===== config.mk =====
export PLATFORM = sky130hd
export DESIGN_NAME = core_status_and_option_regs
export DESIGN_NICKNAME = d
export VERILOG_FILES = /design/src/core/core_regs_pkg.sv /design/src/core/alu_flag_unit.sv /design/src/core/prescale_unit.sv /design/src/core/core_status_and_option_regs.sv
export SDC_FILE = /design/constraint.sdc
export NUM_CORES = 1
export LEC_CHECK = 0
export ABC_AREA = 0
export ABC_CLOCK_PERIOD_IN_PS = 3280
export BUFFER_PORTS_ARGS = -buffer_cell sky130_fd_sc_hd__buf_2
export CAP_MARGIN = 15
export CORE_ASPECT_RATIO = 0.6
export CORE_UTILIZATION = 45
export CTS_CLUSTER_DIAMETER = 40
export DETAILED_ROUTE_END_ITERATION = 10
export PLACE_DENSITY = 0.78
export SYNTH_ARGS = -nofsm -noshare
export SYNTH_HDL_FRONTEND = slang
export SYNTH_SLANG_ARGS = --single-unit

===== constraint.sdc =====
create_clock -name aclk -period 3.28 [get_ports aclk]
set_input_delay 0 -clock aclk [delete_from_list [all_inputs] [get_ports aclk]]
set_output_delay 0 -clock aclk [all_outputs]
set_load 0.01 [all_outputs]

===== src/core/core_regs_pkg.sv =====
// Package with register offsets, field positions, reset values and timing constants.
package core_regs_pkg;
  // Register byte addresses on the AXI4-Lite slave.
  localparam logic [3:0] ADDR_STATUS = 4'h0;
  localparam logic [3:0] ADDR_OPTION = 4'h4;
  localparam logic [3:0] ADDR_EVENTS = 4'h8;
  localparam logic [3:0] ADDR_PULLUP = 4'hC;
  // Status register field positions.
  localparam int ST_CARRY = 0;
  localparam int ST_NIBBLE = 1;
  localparam int ST_ZERO = 2;
  localparam int ST_SLEEP_N = 3;
  localparam int ST_EXPIRY_N = 4;
  localparam int ST_BANK = 5;
  localparam int ST_RSV6 = 6;
  localparam int ST_RSV7 = 7;
  // Option register field positions.
  localparam int OP_RATE_LO = 0;
  localparam int OP_OWNER = 3;
  localparam int OP_T0_EDGE = 4;
  localparam int OP_T0_SRC = 5;
  localparam int OP_IRQ_EDGE = 6;
  localparam int OP_PULLUP_DIS = 7;
  // Event flag register field positions.
  localparam int EV_EXT_IRQ = 0;
  localparam int EV_T0_TICK = 1;
  // Reset values.
  localparam logic [7:0] OPTION_RST = 8'hFF;
  localparam logic [7:0] STATUS_RST = 8'h18;
  // Instruction clock divide from the oscillator.
  localparam int INSTR_DIV = 4;
  // AXI responses.
  localparam logic [1:0] RESP_OKAY = 2'b00;
  localparam logic [1:0] RESP_SLVERR = 2'b10;
  // ALU operation codes.
  typedef enum logic [2:0] {
    ALU_NONE = 3'h0,
    ALU_ADD = 3'h1,
    ALU_SUB = 3'h2,
    ALU_LOGIC = 3'h3,
    ALU_ROR = 3'h4,
    ALU_ROL = 3'h5
  } alu_op_t;
endpackage


===== src/core/alu_flag_unit.sv =====
// Computes zero, nibble carry and carry for one ALU operation.
`timescale 1ns/1ps
module alu_flag_unit
  import core_regs_pkg::*;
(
  // Operation request.
  input wire alu_op_t op,
  input wire logic [7:0] opa,
  input wire logic [7:0] opb,
  input wire logic carry_in,
  // Result and flags.
  output logic [7:0] result,
  output logic zero,
  output logic nibble_cy,
  output logic carry,
  output logic upd_znc,
  output logic upd_z,
  output logic upd_c
);
  logic [8:0] sum;
  logic [4:0] lo;
  logic [7:0] addend;
  logic add_cin;

  // Subtraction adds the two's complement, so carries act as not-borrow.
  always_comb begin
    addend = (op == ALU_SUB) ? ~opb : opb;
    add_cin = (op == ALU_SUB);
    sum = {1'b0, opa} + {1'b0, addend} + {8'h00, add_cin};
    lo = {1'b0, opa[3:0]} + {1'b0, addend[3:0]} + {4'h0, add_cin};
    result = 8'h00;
    carry = carry_in;
    nibble_cy = 1'b0;
    upd_znc = 1'b0;
    upd_z = 1'b0;
    upd_c = 1'b0;
    unique case (op)
      ALU_ADD, ALU_SUB: begin
        result = sum[7:0];
        nibble_cy = lo[4];
        carry = sum[8];
        upd_znc = 1'b1;
      end
      ALU_LOGIC: begin
        result = opa & opb;
        upd_z = 1'b1;
      end
      ALU_ROR: begin
        result = {carry_in, opa[7:1]};
        carry = opa[0];
        upd_c = 1'b1;
      end
      ALU_ROL: begin
        result = {opa[6:0], carry_in};
        carry = opa[7];
        upd_c = 1'b1;
      end
      default: begin
        result = opa;
      end
    endcase
    zero = (result == 8'h00);
  end
endmodule


===== src/core/prescale_unit.sv =====
// Shared timer/watchdog prescaler with power-of-two tap select.
`timescale 1ns/1ps
module prescale_unit
  import core_regs_pkg::*;
#(
  parameter int WIDTH = 8
)(
  // Clock and reset.
  input wire logic aclk,
  input wire logic aresetn,
  // Control.
  input wire logic tick_in,
  input wire logic [2:0] rate,
  input wire logic to_watchdog,
  // Outputs.
  output logic timer_tick,
  output logic watchdog_tick
);
  typedef struct packed {
    logic [WIDTH-1:0] cnt;
  } ps_state_t;
  ps_state_t st_ff;
  ps_state_t nxt_st;
  logic [WIDTH-1:0] cnt_next;
  logic [WIDTH:0] taps;

  // The counter advances once per source tick.
  always_comb begin
    nxt_st = st_ff;
    cnt_next = st_ff.cnt + {{(WIDTH-1){1'b0}}, 1'b1};
    if (tick_in) begin
      nxt_st.cnt = cnt_next;
    end
  end

  // Tap k fires when the low k bits roll over, giving divide by 2^k.
  assign taps[0] = tick_in;
  for (genvar k = 1; k <= WIDTH; k++) begin : g_tap
    assign taps[k] = tick_in && (st_ff.cnt[k-1:0] == {k{1'b1}});
  end

  // Only the selected owner sees the divided ticks; the other runs 1:1.
  // The index is one bit wider than the rate, so the top rate reaches the last tap.
  assign timer_tick = to_watchdog ? tick_in : taps[{1'b0, rate} + 4'd1];
  assign watchdog_tick = to_watchdog ? taps[rate] : tick_in;

  // State register.
  always_ff @(posedge aclk) begin
    if (!aresetn) begin
      st_ff <= '0;
    end else begin
      st_ff <= nxt_st;
    end
  end
endmodule


===== src/core/core_status_and_option_regs.sv =====
// Core status and option registers with flag logic and AXI4-Lite access.
//
// Summary of operation
// Writes to status from a flag-updating operation leave the three flags alone.
// Status bit 5 selects data bank: 1 upper half, 0 lower half.
// Expiry flag set at reset, clear-watchdog, sleep; cleared by time-out.
// Sleep flag set at reset or clear-watchdog; cleared by sleep.
// Zero flag follows whether the operation result is zero.
// Add and subtract set nibble carry from bit 3 carry-out.
// Add and subtract set carry from the top bit carry-out.
// Subtract adds two's complement; carries read as inverted borrows.
// Rotates load carry with the bit shifted out.
// Software keeps status bits 7 and 6 at zero.
// Software alters status only with bit set, clear, swap or move.
// Option bit 7 high disables all pull-ups; else per-pin latches decide.
// Option bit 6 picks rising or falling external interrupt edge.
// Option bit 5 picks external pin or instruction clock for the timer.
// Option bit 4 picks falling or rising external timer edge.
// Option bit 3 gives the prescaler to the watchdog or timer.
// Rate n divides timer by 2^(n+1), watchdog by 2^n.
// With prescaler on the watchdog, the timer counts undivided.
// Event flags set on their condition regardless of any enable.
// Software clears event flags before enabling them.
// Reset loads option all ones, bank 0, expiry and sleep flags one.
//
// The AXI4-Lite slave port and the address map were decided locally.
`timescale 1ns/1ps
module core_status_and_option_regs
  import core_regs_pkg::*;
(
  // Clock and reset.
  input wire logic aclk,
  input wire logic aresetn,
  // AXI4-Lite write address.
  input wire logic awvalid,
  output logic awready,
  input wire logic [3:0] awaddr,
  // AXI4-Lite write data.
  input wire logic wvalid,
  output logic wready,
  input wire logic [31:0] wdata,
  input wire logic [3:0] wstrb,
  // AXI4-Lite write response.
  output logic bvalid,
  input wire logic bready,
  output logic [1:0] bresp,
  // AXI4-Lite read address.
  input wire logic arvalid,
  output logic arready,
  input wire logic [3:0] araddr,
  // AXI4-Lite read data.
  output logic rvalid,
  input wire logic rready,
  output logic [31:0] rdata,
  output logic [1:0] rresp,
  // Core datapath port.
  input wire alu_op_t alu_op,
  input wire logic [7:0] alu_a,
  input wire logic [7:0] alu_b,
  input wire logic status_wr,
  input wire logic [7:0] status_wdata,
  output logic [7:0] alu_result,
  // Instruction events.
  input wire logic watchdog_clear_op,
  input wire logic sleep_op,
  input wire logic watchdog_timeout,
  input wire logic instr_tick,
  // Pins.
  input wire logic ext_irq_pin,
  input wire logic timer0_ext_clock_pin,
  input wire logic [5:0] pullup_latch,
  // Outputs to the rest of the core.
  output logic bank_select,
  output logic [5:0] pullup_en,
  output logic timer0_tick,
  output logic watchdog_tick,
  output logic ext_irq_flag,
  output logic [7:0] core_status,
  output logic [7:0] timer_option_ctrl
);
  typedef struct packed {
    // Register contents.
    logic [7:0] status;
    logic [7:0] option;
    // Sticky event flags.
    logic ext_flag;
    logic t0_flag;
    // Pin synchronisers and the edge history behind them.
    logic [1:0] irq_sync;
    logic [1:0] t0_sync;
    logic irq_prev;
    logic t0_prev;
    // Write half that arrived first, kept until its partner comes.
    logic aw_held;
    logic [3:0] aw_addr;
    logic w_held;
    logic [7:0] w_data;
    logic w_strb0;
    // Response and read return.
    logic bvalid;
    logic [1:0] bresp;
    logic rvalid;
    logic [31:0] rdata;
    logic [1:0] rresp;
  } regs_state_t;
  regs_state_t st_ff;
  regs_state_t nxt_st;

  // ALU result and flags.
  logic [7:0] res;
  logic f_zero;
  logic f_nib;
  logic f_cy;
  logic upd_znc;
  logic upd_z;
  logic upd_c;
  // Pin edge detection.
  logic t0_src_tick;
  logic irq_rise;
  logic irq_fall;
  logic irq_edge_hit;
  logic t0_edge_hit;
  // Bus control.
  logic wr_go;
  logic rd_go;
  logic sw_clear_ext;
  logic sw_clear_t0;
  logic [7:0] st_w;

  // Flag computation for the current operation.
  alu_flag_unit u_alu (
    .op(alu_op),
    .opa(alu_a),
    .opb(alu_b),
    .carry_in(st_ff.status[ST_CARRY]),
    .result(res),
    .zero(f_zero),
    .nibble_cy(f_nib),
    .carry(f_cy),
    .upd_znc(upd_znc),
    .upd_z(upd_z),
    .upd_c(upd_c)
  );

  // Timer source select and edge polarity, from synchronised pin copies.
  always_comb begin
    irq_rise = st_ff.irq_sync[1] && !st_ff.irq_prev;
    irq_fall = !st_ff.irq_sync[1] && st_ff.irq_prev;
    irq_edge_hit = st_ff.option[OP_IRQ_EDGE] ? irq_rise : irq_fall;
    // The timer pin counts on the edge that the option selects.
    if (st_ff.option[OP_T0_EDGE]) begin
      t0_edge_hit = !st_ff.t0_sync[1] && st_ff.t0_prev;
    end else begin
      t0_edge_hit = st_ff.t0_sync[1] && !st_ff.t0_prev;
    end
    t0_src_tick = st_ff.option[OP_T0_SRC] ? t0_edge_hit : instr_tick;
  end

  // Shared prescaler between timer and watchdog.
  prescale_unit #(.WIDTH(8)) u_ps (
    .aclk(aclk),
    .aresetn(aresetn),
    .tick_in(t0_src_tick),
    .rate(st_ff.option[OP_RATE_LO +: 3]),
    .to_watchdog(st_ff.option[OP_OWNER]),
    .timer_tick(timer0_tick),
    .watchdog_tick(watchdog_tick)
  );

  // Bus handshakes: address and data are taken in either order.
  assign awready = !st_ff.aw_held && !st_ff.bvalid;
  assign wready = !st_ff.w_held && !st_ff.bvalid;
  assign arready = !st_ff.rvalid;
  assign wr_go = (st_ff.aw_held || (awvalid && awready))
    && (st_ff.w_held || (wvalid && wready)) && !st_ff.bvalid;
  assign rd_go = arvalid && arready;

  // Next-state logic for registers, flags and bus.
  always_comb begin
    logic [3:0] waddr;
    logic [7:0] wbyte;
    logic wlane;
    waddr = st_ff.aw_held ? st_ff.aw_addr : awaddr;
    wbyte = st_ff.w_held ? st_ff.w_data : wdata[7:0];
    wlane = st_ff.w_held ? st_ff.w_strb0 : wstrb[0];
    nxt_st = st_ff;
    st_w = st_ff.status;
    sw_clear_ext = 1'b0;
    sw_clear_t0 = 1'b0;

    // Pin synchronisers; only the second stage is read by edge logic.
    nxt_st.irq_sync = {st_ff.irq_sync[0], ext_irq_pin};
    nxt_st.t0_sync = {st_ff.t0_sync[0], timer0_ext_clock_pin};
    nxt_st.irq_prev = st_ff.irq_sync[1];
    nxt_st.t0_prev = st_ff.t0_sync[1];

    // Core writes only the bank and reserved bits when flags are produced.
    if (status_wr) begin
      if (upd_znc || upd_z || upd_c) begin
        // Any flag-producing op blocks the data write to all three flags.
        st_w[ST_RSV7:ST_BANK] = status_wdata[ST_RSV7:ST_BANK];
      end else begin
        st_w[ST_RSV7:ST_BANK] = status_wdata[ST_RSV7:ST_BANK];
        st_w[ST_ZERO:ST_CARRY] = status_wdata[ST_ZERO:ST_CARRY];
      end
    end

    // Flag logic overrides the core data write to the flags; a bus write to status still wins.
    if (upd_znc || upd_z) begin
      st_w[ST_ZERO] = f_zero;
    end
    if (upd_znc) begin
      st_w[ST_NIBBLE] = f_nib;
    end
    if (upd_znc || upd_c) begin
      st_w[ST_CARRY] = f_cy;
    end

    // Bus write; the two read-only flags are never taken from data.
    if (wr_go) begin
      nxt_st.aw_held = 1'b0;
      nxt_st.w_held = 1'b0;
      nxt_st.bvalid = 1'b1;
      nxt_st.bresp = RESP_OKAY;
      unique case (waddr)
        ADDR_STATUS: begin
          // Reset-cause flags are skipped, so software cannot forge them.
          if (wlane) begin
            st_w[ST_RSV7:ST_BANK] = wbyte[ST_RSV7:ST_BANK];
            st_w[ST_ZERO:ST_CARRY] = wbyte[ST_ZERO:ST_CARRY];
          end
        end
        ADDR_OPTION: begin
          if (wlane) begin
            nxt_st.option = wbyte;
          end
        end
        ADDR_EVENTS: begin
          sw_clear_ext = wlane && wbyte[EV_EXT_IRQ];
          sw_clear_t0 = wlane && wbyte[EV_T0_TICK];
        end
        ADDR_PULLUP: begin
          // Pull-up readback is read only; the write is accepted and dropped.
        end
        default: begin
          nxt_st.bresp = RESP_SLVERR;
        end
      endcase
    end else begin
      // Whichever half comes alone is held until the other one arrives.
      if (awvalid && awready) begin
        nxt_st.aw_held = 1'b1;
        nxt_st.aw_addr = awaddr;
      end
      if (wvalid && wready) begin
        nxt_st.w_held = 1'b1;
        nxt_st.w_data = wdata[7:0];
        nxt_st.w_strb0 = wstrb[0];
      end
    end
    if (st_ff.bvalid && bready) begin
      nxt_st.bvalid = 1'b0;
    end

    // Reset-cause flags; sleep wins over clear-watchdog for the sleep flag.
    if (watchdog_clear_op || sleep_op) begin
      st_w[ST_EXPIRY_N] = 1'b1;
    end else if (watchdog_timeout) begin
      st_w[ST_EXPIRY_N] = 1'b0;
    end
    if (sleep_op) begin
      st_w[ST_SLEEP_N] = 1'b0;
    end else if (watchdog_clear_op) begin
      st_w[ST_SLEEP_N] = 1'b1;
    end
    nxt_st.status = st_w;

    // Sticky event flags: a new event wins over a clear in the same cycle.
    if (sw_clear_ext) begin
      nxt_st.ext_flag = 1'b0;
    end
    if (irq_edge_hit) begin
      nxt_st.ext_flag = 1'b1;
    end

    // Timer tick flag, with the same priority as the pin flag.
    if (sw_clear_t0) begin
      nxt_st.t0_flag = 1'b0;
    end
    if (timer0_tick) begin
      nxt_st.t0_flag = 1'b1;
    end

    // Bus read returns the current register contents.
    if (rd_go) begin
      nxt_st.rvalid = 1'b1;
      nxt_st.rresp = RESP_OKAY;
      unique case (araddr)
        ADDR_STATUS: begin
          nxt_st.rdata = {24'h00_0000, st_ff.status};
        end
        ADDR_OPTION: begin
          nxt_st.rdata = {24'h00_0000, st_ff.option};
        end
        ADDR_EVENTS: begin
          // Flags read as they stand; clearing takes a separate write of ones.
          nxt_st.rdata = {30'h0000_0000, st_ff.t0_flag, st_ff.ext_flag};
        end
        ADDR_PULLUP: begin
          // Shows the enables the pads really get, after the global disable.
          nxt_st.rdata = {26'h000_0000, pullup_en};
        end
        default: begin
          nxt_st.rdata = 32'h0000_0000;
          nxt_st.rresp = RESP_SLVERR;
        end
      endcase
    end else if (st_ff.rvalid && rready) begin
      nxt_st.rvalid = 1'b0;
    end
  end

  // State register; arithmetic flags start at zero as a defined value.
  always_ff @(posedge aclk) begin
    if (!aresetn) begin
      st_ff <= '0;
      st_ff.status <= STATUS_RST;
      st_ff.option <= OPTION_RST;
    end else begin
      st_ff <= nxt_st;
    end
  end

  // Outputs.
  assign bvalid = st_ff.bvalid;
  assign bresp = st_ff.bresp;
  assign rvalid = st_ff.rvalid;
  assign rdata = st_ff.rdata;
  assign rresp = st_ff.rresp;

  // Register views and derived controls for the rest of the core.
  assign alu_result = res;
  assign bank_select = st_ff.status[ST_BANK];
  assign pullup_en = st_ff.option[OP_PULLUP_DIS] ? 6'h00 : pullup_latch;
  assign ext_irq_flag = st_ff.ext_flag;
  assign core_status = st_ff.status;
  assign timer_option_ctrl = st_ff.option;
endmodule


# Word-level counts from Yosys, hierarchy flattened
# Cells that the tools add are included.
[classes]
mux = 47
order_cmp = 2
n_bitwise = 4
addsub = 6
eq_ne = 18
n_reduce_logical = 54
[ops]
columns = ["operator", "n"]
rows = [
  ["one-hot mux 8 bit (4 select lines)", 2],
  ["2-to-1 mux 1 bit", 27],
  ["2-to-1 mux 3 bit", 9],
  ["logical AND 1 bit", 23],
  ["== test 4 bit, second input constant", 5],
  ["2-to-1 mux 8 bit", 2],
  ["OR reduction 2 bit", 5],
  ["adder 8 x 8 -> 9 bit", 1],
  ["adder 9 x 1 -> 9 bit", 1],
  ["== test 3 bit, second input constant", 3],
  ["adder 8 x 1 -> 8 bit, second input constant", 1],
  ["bitwise AND 8 bit", 1],
  ["== test 4 x 3 -> 1 bit, second input constant", 2],
  ["== test 8 bit, second input constant", 1],
  ["zero test 1 bit", 8],
  ["zero test 4 bit", 2],
  ["zero test 8 bit", 1],
  ["inverter 8 bit", 1],
  ["nonzero test 2 bit", 4],
  ["OR reduction 4 bit", 2],
  ["== test 7 bit, second input constant", 1],
  ["== test 3 x 2 -> 1 bit, second input constant", 2],
  ["== test 6 bit, second input constant", 1],
  ["logical OR 1 bit", 6],
  ["other kinds (17)", 20],
]
[totals]
regBits = 85
in_bits = 91
elab_cells = 152
out_inout_bits = 75

# Longest topological paths before layout
[depth]
ltp_word = 11
depth_mapped = 13
ltp_nobuf = 11

# Hierarchy
# Synthesis repeated with hierarchy kept, for this count alone.
[unflattened]
cells_unflattened = 531
area_unflattened_um2 = 4444.3
[by_module_without_submodules]
columns = ["mod", "n_inst", "seq_area_each_um2", "area_each_um2", "cells_each"]
rows = [
  ["core_status_and_option_regs", 1, 1021.0, 2851.5, 318],
  ["alu_flag_unit", 1, 0.0, 1004.7, 145],
  ["prescale_unit", 1, 160.2, 588.1, 68],
]

# Worst setup path after synthesis
# OpenSTA, ideal clock, no wires.
[synth_path]
kind = "input to register"
from = "in alu_op[0]"
to = "reg st_ff, in the netlist core_status[2]"
path_stages = 13
required_time_ps = 3187
path_slack_ps = 39
setup_ps = 93
arrival_time_ps = 3148
n_path_buf = 3
cell_sequence = "buf_6 buf_4 clkbuf_1 nor3_2 xor2_1 inv_1 fa_1 nand2b_1 a211oi_1 o21ai_0 a32o_1 or4b_1 o32ai_1"
[synth_via]
word_cells_on_any_way = 23
classes_between = "add/sub: 2; eq/ne: 5; mux: 11; reduce/logical: 5"
[synth_rtl]
columns = ["element", "line_no", "source"]
rows = [
  ["start: declaration", "core_status_and_option_regs.sv:57", "input wire alu_op_t alu_op,"],
  ["== test 3 x 2 -> 1 bit", "alu_flag_unit.sv:27, alu_flag_unit.sv:28, alu_flag_unit.sv:37", ""],
  ["2-to-1 mux 8 bit", "alu_flag_unit.sv:27", "addend = (op == ALU_SUB) ? ~opb : opb;"],
  ["adder 8 x 8 -> 9 bit", "alu_flag_unit.sv:29", "sum = {1'b0, opa} + {1'b0, addend} + {8'h00, add_cin};"],
  ["adder 9 x 1 -> 9 bit", "alu_flag_unit.sv:29", ""],
  ["one-hot mux 8 bit (4 select lines) *", "alu_flag_unit.sv:37", "unique case (op)"],
  ["via alu_result[6]", "core_status_and_option_regs.sv:62", "output logic [7:0] alu_result,"],
  ["zero test 8 bit *", "alu_flag_unit.sv:62", "zero = (result == 8'h00);"],
  ["2-to-1 mux 1 bit *", "core_status_and_option_regs.sv:209", "if (upd_znc || upd_z) begin"],
  ["2-to-1 mux 3 bit", "core_status_and_option_regs.sv:228", "if (wlane) begin"],
  ["2-to-1 mux 3 bit", "core_status_and_option_regs.sv:225", "unique case (waddr)"],
  ["2-to-1 mux 3 bit *", "core_status_and_option_regs.sv:220", "if (wr_go) begin"],
  ["end signal: assignment", "core_status_and_option_regs.sv:330", "st_ff <= nxt_st;"],
  ["end: declaration", "core_status_and_option_regs.sv:106", "regs_state_t st_ff;"],
]
# The timed path passes the listed nets; every way through them passes the cells marked *.
# A chain may end at the register's enable or synchronous reset.

# Final worst setup path
[layout_path]
from = "reg st_ff[52] (netlist bit)"
to = "reg st_ff, in the netlist timer_option_ctrl[2]"
[layout_via]
elab_chain_len = 7
word_cells_on_any_way = 9
classes_between = "eq/ne: 1; mux: 1; reduce/logical: 7"
[layout_rtl]
columns = ["element", "line_no", "source"]
rows = [
  ["zero test 1 bit", "core_status_and_option_regs.sv:171", "assign awready = !st_ff.aw_held && !st_ff.bvalid;"],
  ["logical AND 1 bit", "core_status_and_option_regs.sv:171", ""],
  ["logical AND 1 bit", "core_status_and_option_regs.sv:174", "assign wr_go = (st_ff.aw_held || (awvalid && awready))"],
  ["logical OR 1 bit", "core_status_and_option_regs.sv:174", ""],
  ["logical AND 1 bit (2 in a row)", "core_status_and_option_regs.sv:175", "&& (st_ff.w_held || (wvalid && wready)) && !st_ff.bvalid;"],
  ["AND reduction 3 bit (no line) *", "-", ""],
]
# Every way passes the cells marked *; elsewhere a longest branch is shown, timed or not.

==> impl_metrics.env <==
export IMPL_outcome="finished clean"
export IMPL_placed_area_mm2=0.004531
export IMPL_initial_utilization_pct=47.74
export IMPL_synth_top_cell_by_area="dfxtp_1"
export IMPL_crit_start="st_ff[52]$_SDFFE_PP0P_"
export IMPL_cts_post_setup_buffers_inserted=0
export IMPL_skew_ns=0.009341
export IMPL_maxCapViolations=0
export IMPL_synthToLayoutAreaGrowth_pct=20.47
export IMPL_crit_type="register to register"
export IMPL_htree_levels=3
export IMPL_yosysSeqAreaShare_pct=28.17
export IMPL_pwr_density_cell_mw_per_mm2=421.3
export IMPL_design_area_mm2=0.005051
export IMPL_die_area_mm2=0.009720
export IMPL_io_pins=166
export IMPL_end_kind="register"
export IMPL_synth_seq_cells=59
export IMPL_num_antenna_cells=0
export IMPL_cp_max_fo=13
export IMPL_antenna_found_initial=0
export IMPL_gp_congestion=0.9539
export IMPL_synthCells=507
export IMPL_yosys_warnings=0
export IMPL_syn_area_mm2=0.004193
export IMPL_min_period_ns=2.660
export IMPL_rsz0062_at_grt="no"
export IMPL_synth_top_area_share_pct=28.17
export IMPL_hp_class="input port to register"
export IMPL_root_buffer="clkbuf_16"
export IMPL_clock_sinks=59
export IMPL_min_period_over_period_pct=81.10
export IMPL_timing_setup_tns_ns=0
export IMPL_cts_tree="built"
export IMPL_avgSynthCellArea_um2=8.270
export IMPL_clkLatencyLatePin_ns=0.33
export IMPL_synth_edff_count=0
export IMPL_cp_slowest_cell="a2111oi_1"
export IMPL_via_per_inst=5.570
export IMPL_p_leak_nw=2.416
export IMPL_fin_util_pct=57.51
export IMPL_io_buffers=110
export IMPL_wl_um=11630
export IMPL_crit_path_start_kind="register"
export IMPL_yosys_most_used_dff="dfxtp_1"
export IMPL_drt_iter0_drc=334
export IMPL_vias=4027
export IMPL_dpl_worst_slack_ns=0.3532
export IMPL_ant_nets=0
export IMPL_tightest_slew_ns=1.103
export IMPL_cts_resized_gates=0
export IMPL_yosysUniqueCellTypes=65
export IMPL_cts_made_buffers=9
export IMPL_grt_overflow=0
export IMPL_crit_arrival_ns=2.83
export IMPL_final_max_slew_viol_count=0
export IMPL_row_count=26
export IMPL_hpwl_um=8768
export IMPL_core_area_mm2=0.008783
export IMPL_ir_drop_v=0.0002640
export IMPL_clock_path_buffers=2
export IMPL_crit_chain="or3b_1, a2111oi_1, o21ai_1, nand2_1, o211ai_1"
export IMPL_nets=713
export IMPL_setup_violations=0
export IMPL_fp_dieH_um=76.77
export IMPL_min_delay_start="status_wdata[6]"
export IMPL_max_slew_margin_rel_pct=25.98
export IMPL_cts_hold_buffers=24
export IMPL_worst_hold_slack_ns=0.04486
export IMPL_drive_gt1_share_pct=25.20
export IMPL_clkTransAtPathRegs_ns=0.05
export IMPL_timing_fmax_mhz=375.9
export IMPL_grt_total_usage_pct=24.09
export IMPL_synthArstFlopShare_pct=0
export IMPL_grt_pass1_wl_um=18380
export IMPL_drc=0
export IMPL_regToRegStartpoint="st_ff[52]$_SDFFE_PP0P_"
export IMPL_die_w_um=126.6
export IMPL_required_ns=3.45
export IMPL_layout_setup_ws_ns=0.6200
export IMPL_wl_per_cell_um=16.08
export IMPL_synth_area_leaders="dfxtp_1 (28%), buf_4 (9.7%), mux2i_1 (8.8%)"
export IMPL_first_pass_iters=5
export IMPL_grt_pass1_vias=3688
export IMPL_grt_max_degree=38
export IMPL_cpPeakStageDelay_ns=0.61
export IMPL_r2r_slack_ns=0.62
export IMPL_finalHoldViolations=0
per-stage QoR:
stage               power [mW]  cells
floorplan                1.120    532
global placement         1.227    684
detailed placement       1.240    684
CTS                      2.140    723
global route             2.228    723
finish                   2.128    723
worst max-delay path: cells and delay by family, from the launching register on:
family | cells | cell delay, ns
AND/OR/NAND/NOR | 2 | 0.65
AO/OA/AOI/OAI | 3 | 1.28
flip-flops | 1 | 0.56
logic make-up after synthesis:
logic type,after synthesis,synth area share [%]
XOR/XNOR,17,3.551
multiplexers,48,12.59
buffers and inverters,97,13.79
AND/OR/NAND/NOR,154,18.32
adder cells (fa/ha/maj),15,4.655
flip-flops,59,28.17
AO/OA/AOI/OAI,116,18.83
other,1,0.08944
cells in the final DEF, fill, tap and decap left out, drive strengths merged, types with 7 or more instances in the layout:
cell type / netlist / final
dlygate4sd3: 0 / 24
and2: 8 / 8
a21oi: 26 / 26
a22oi: 7 / 7
buf: 60 / 118
xor2: 14 / 14
a211oi: 7 / 7
o211ai: 7 / 7
conb: 1 / 26
nor2b: 7 / 7
nand2: 39 / 39
inv: 19 / 19
mux2i: 37 / 37
mux2: 8 / 8
clkbuf: 18 / 13
dfxtp: 59 / 59
nor2: 54 / 54
ha: 14 / 14
o21ai: 23 / 23
layer usage:
layer	vias up	routed length [um]	track usage (%)
li1	1937	-	-
met3	13	784	5.513
met2	178	4971	36.80
met1	1899	5727	33.69
met4	0	146	6.867
met5	-	0	0
cell type report:
cell class	instances	area, um^2
well taps	112	140.1
repair buffers	142	850.8
flip-flops and latches	59	1181
clock inverters	2	10.01
clock buffers	13	270.3
fillers	814	3732
multi-input cells	376	2527
inverters	19	71.32
flip-flops by register name, indices dropped and copies added (netlist names):
| signal | flops |
|---|---|
| bresp | 1 |
| bvalid | 1 |
| rresp | 1 |
| u_ps.st_ff | 8 |
| rdata | 8 |
| core_status | 8 |
| st_ff | 18 |
| ext_irq_flag | 1 |
| nxt_st | 4 |
| rvalid | 1 |
| timer_option_ctrl | 8 |
worst paths after layout:
check	to	depth (start not counted)
worst min register to register	nxt_st[53]$_SDFF_PN0_	1
worst max register to register	timer_option_ctrl[2]$_SDFFE_PN1P_	5
worst min-delay path	core_status[6]$_SDFF_PN0_	3
worst max-delay path	timer_option_ctrl[2]$_SDFFE_PN1P_	5
report_power, final:
group / switching (mW) / total (mW) / internal [mW] / leakage (nW)
Clock: 0.307 / 0.871 / 0.564 / 0.141
Sequential: 0.0310 / 0.780 / 0.749 / 0.481
Combinational: 0.266 / 0.477 / 0.211 / 1.79
Total: 0.604 / 2.13 / 1.52 / 2.42
Yosys cell counts, types with 4 or more instances:
library cell   n
nor2_1        54
nor3_1         5
a211oi_1       7
and2_1         8
buf_4         54
mux2_2         7
ha_1          14
nor3b_1        4
nand3b_1       4
nor2b_1        7
a21oi_1       26
o211ai_1       7
and3_1         6
a31oi_1        5
o21a_1         6
dfxtp_1       59
o21ai_0       20
o221ai_1       4
xor2_1        14
o32ai_1        5
clkbuf_1      18
inv_1         17
mux2i_1       37
nand3_1        4
nand2_1       39
a22oi_1        7
Power figures use the tool's default switching activity.
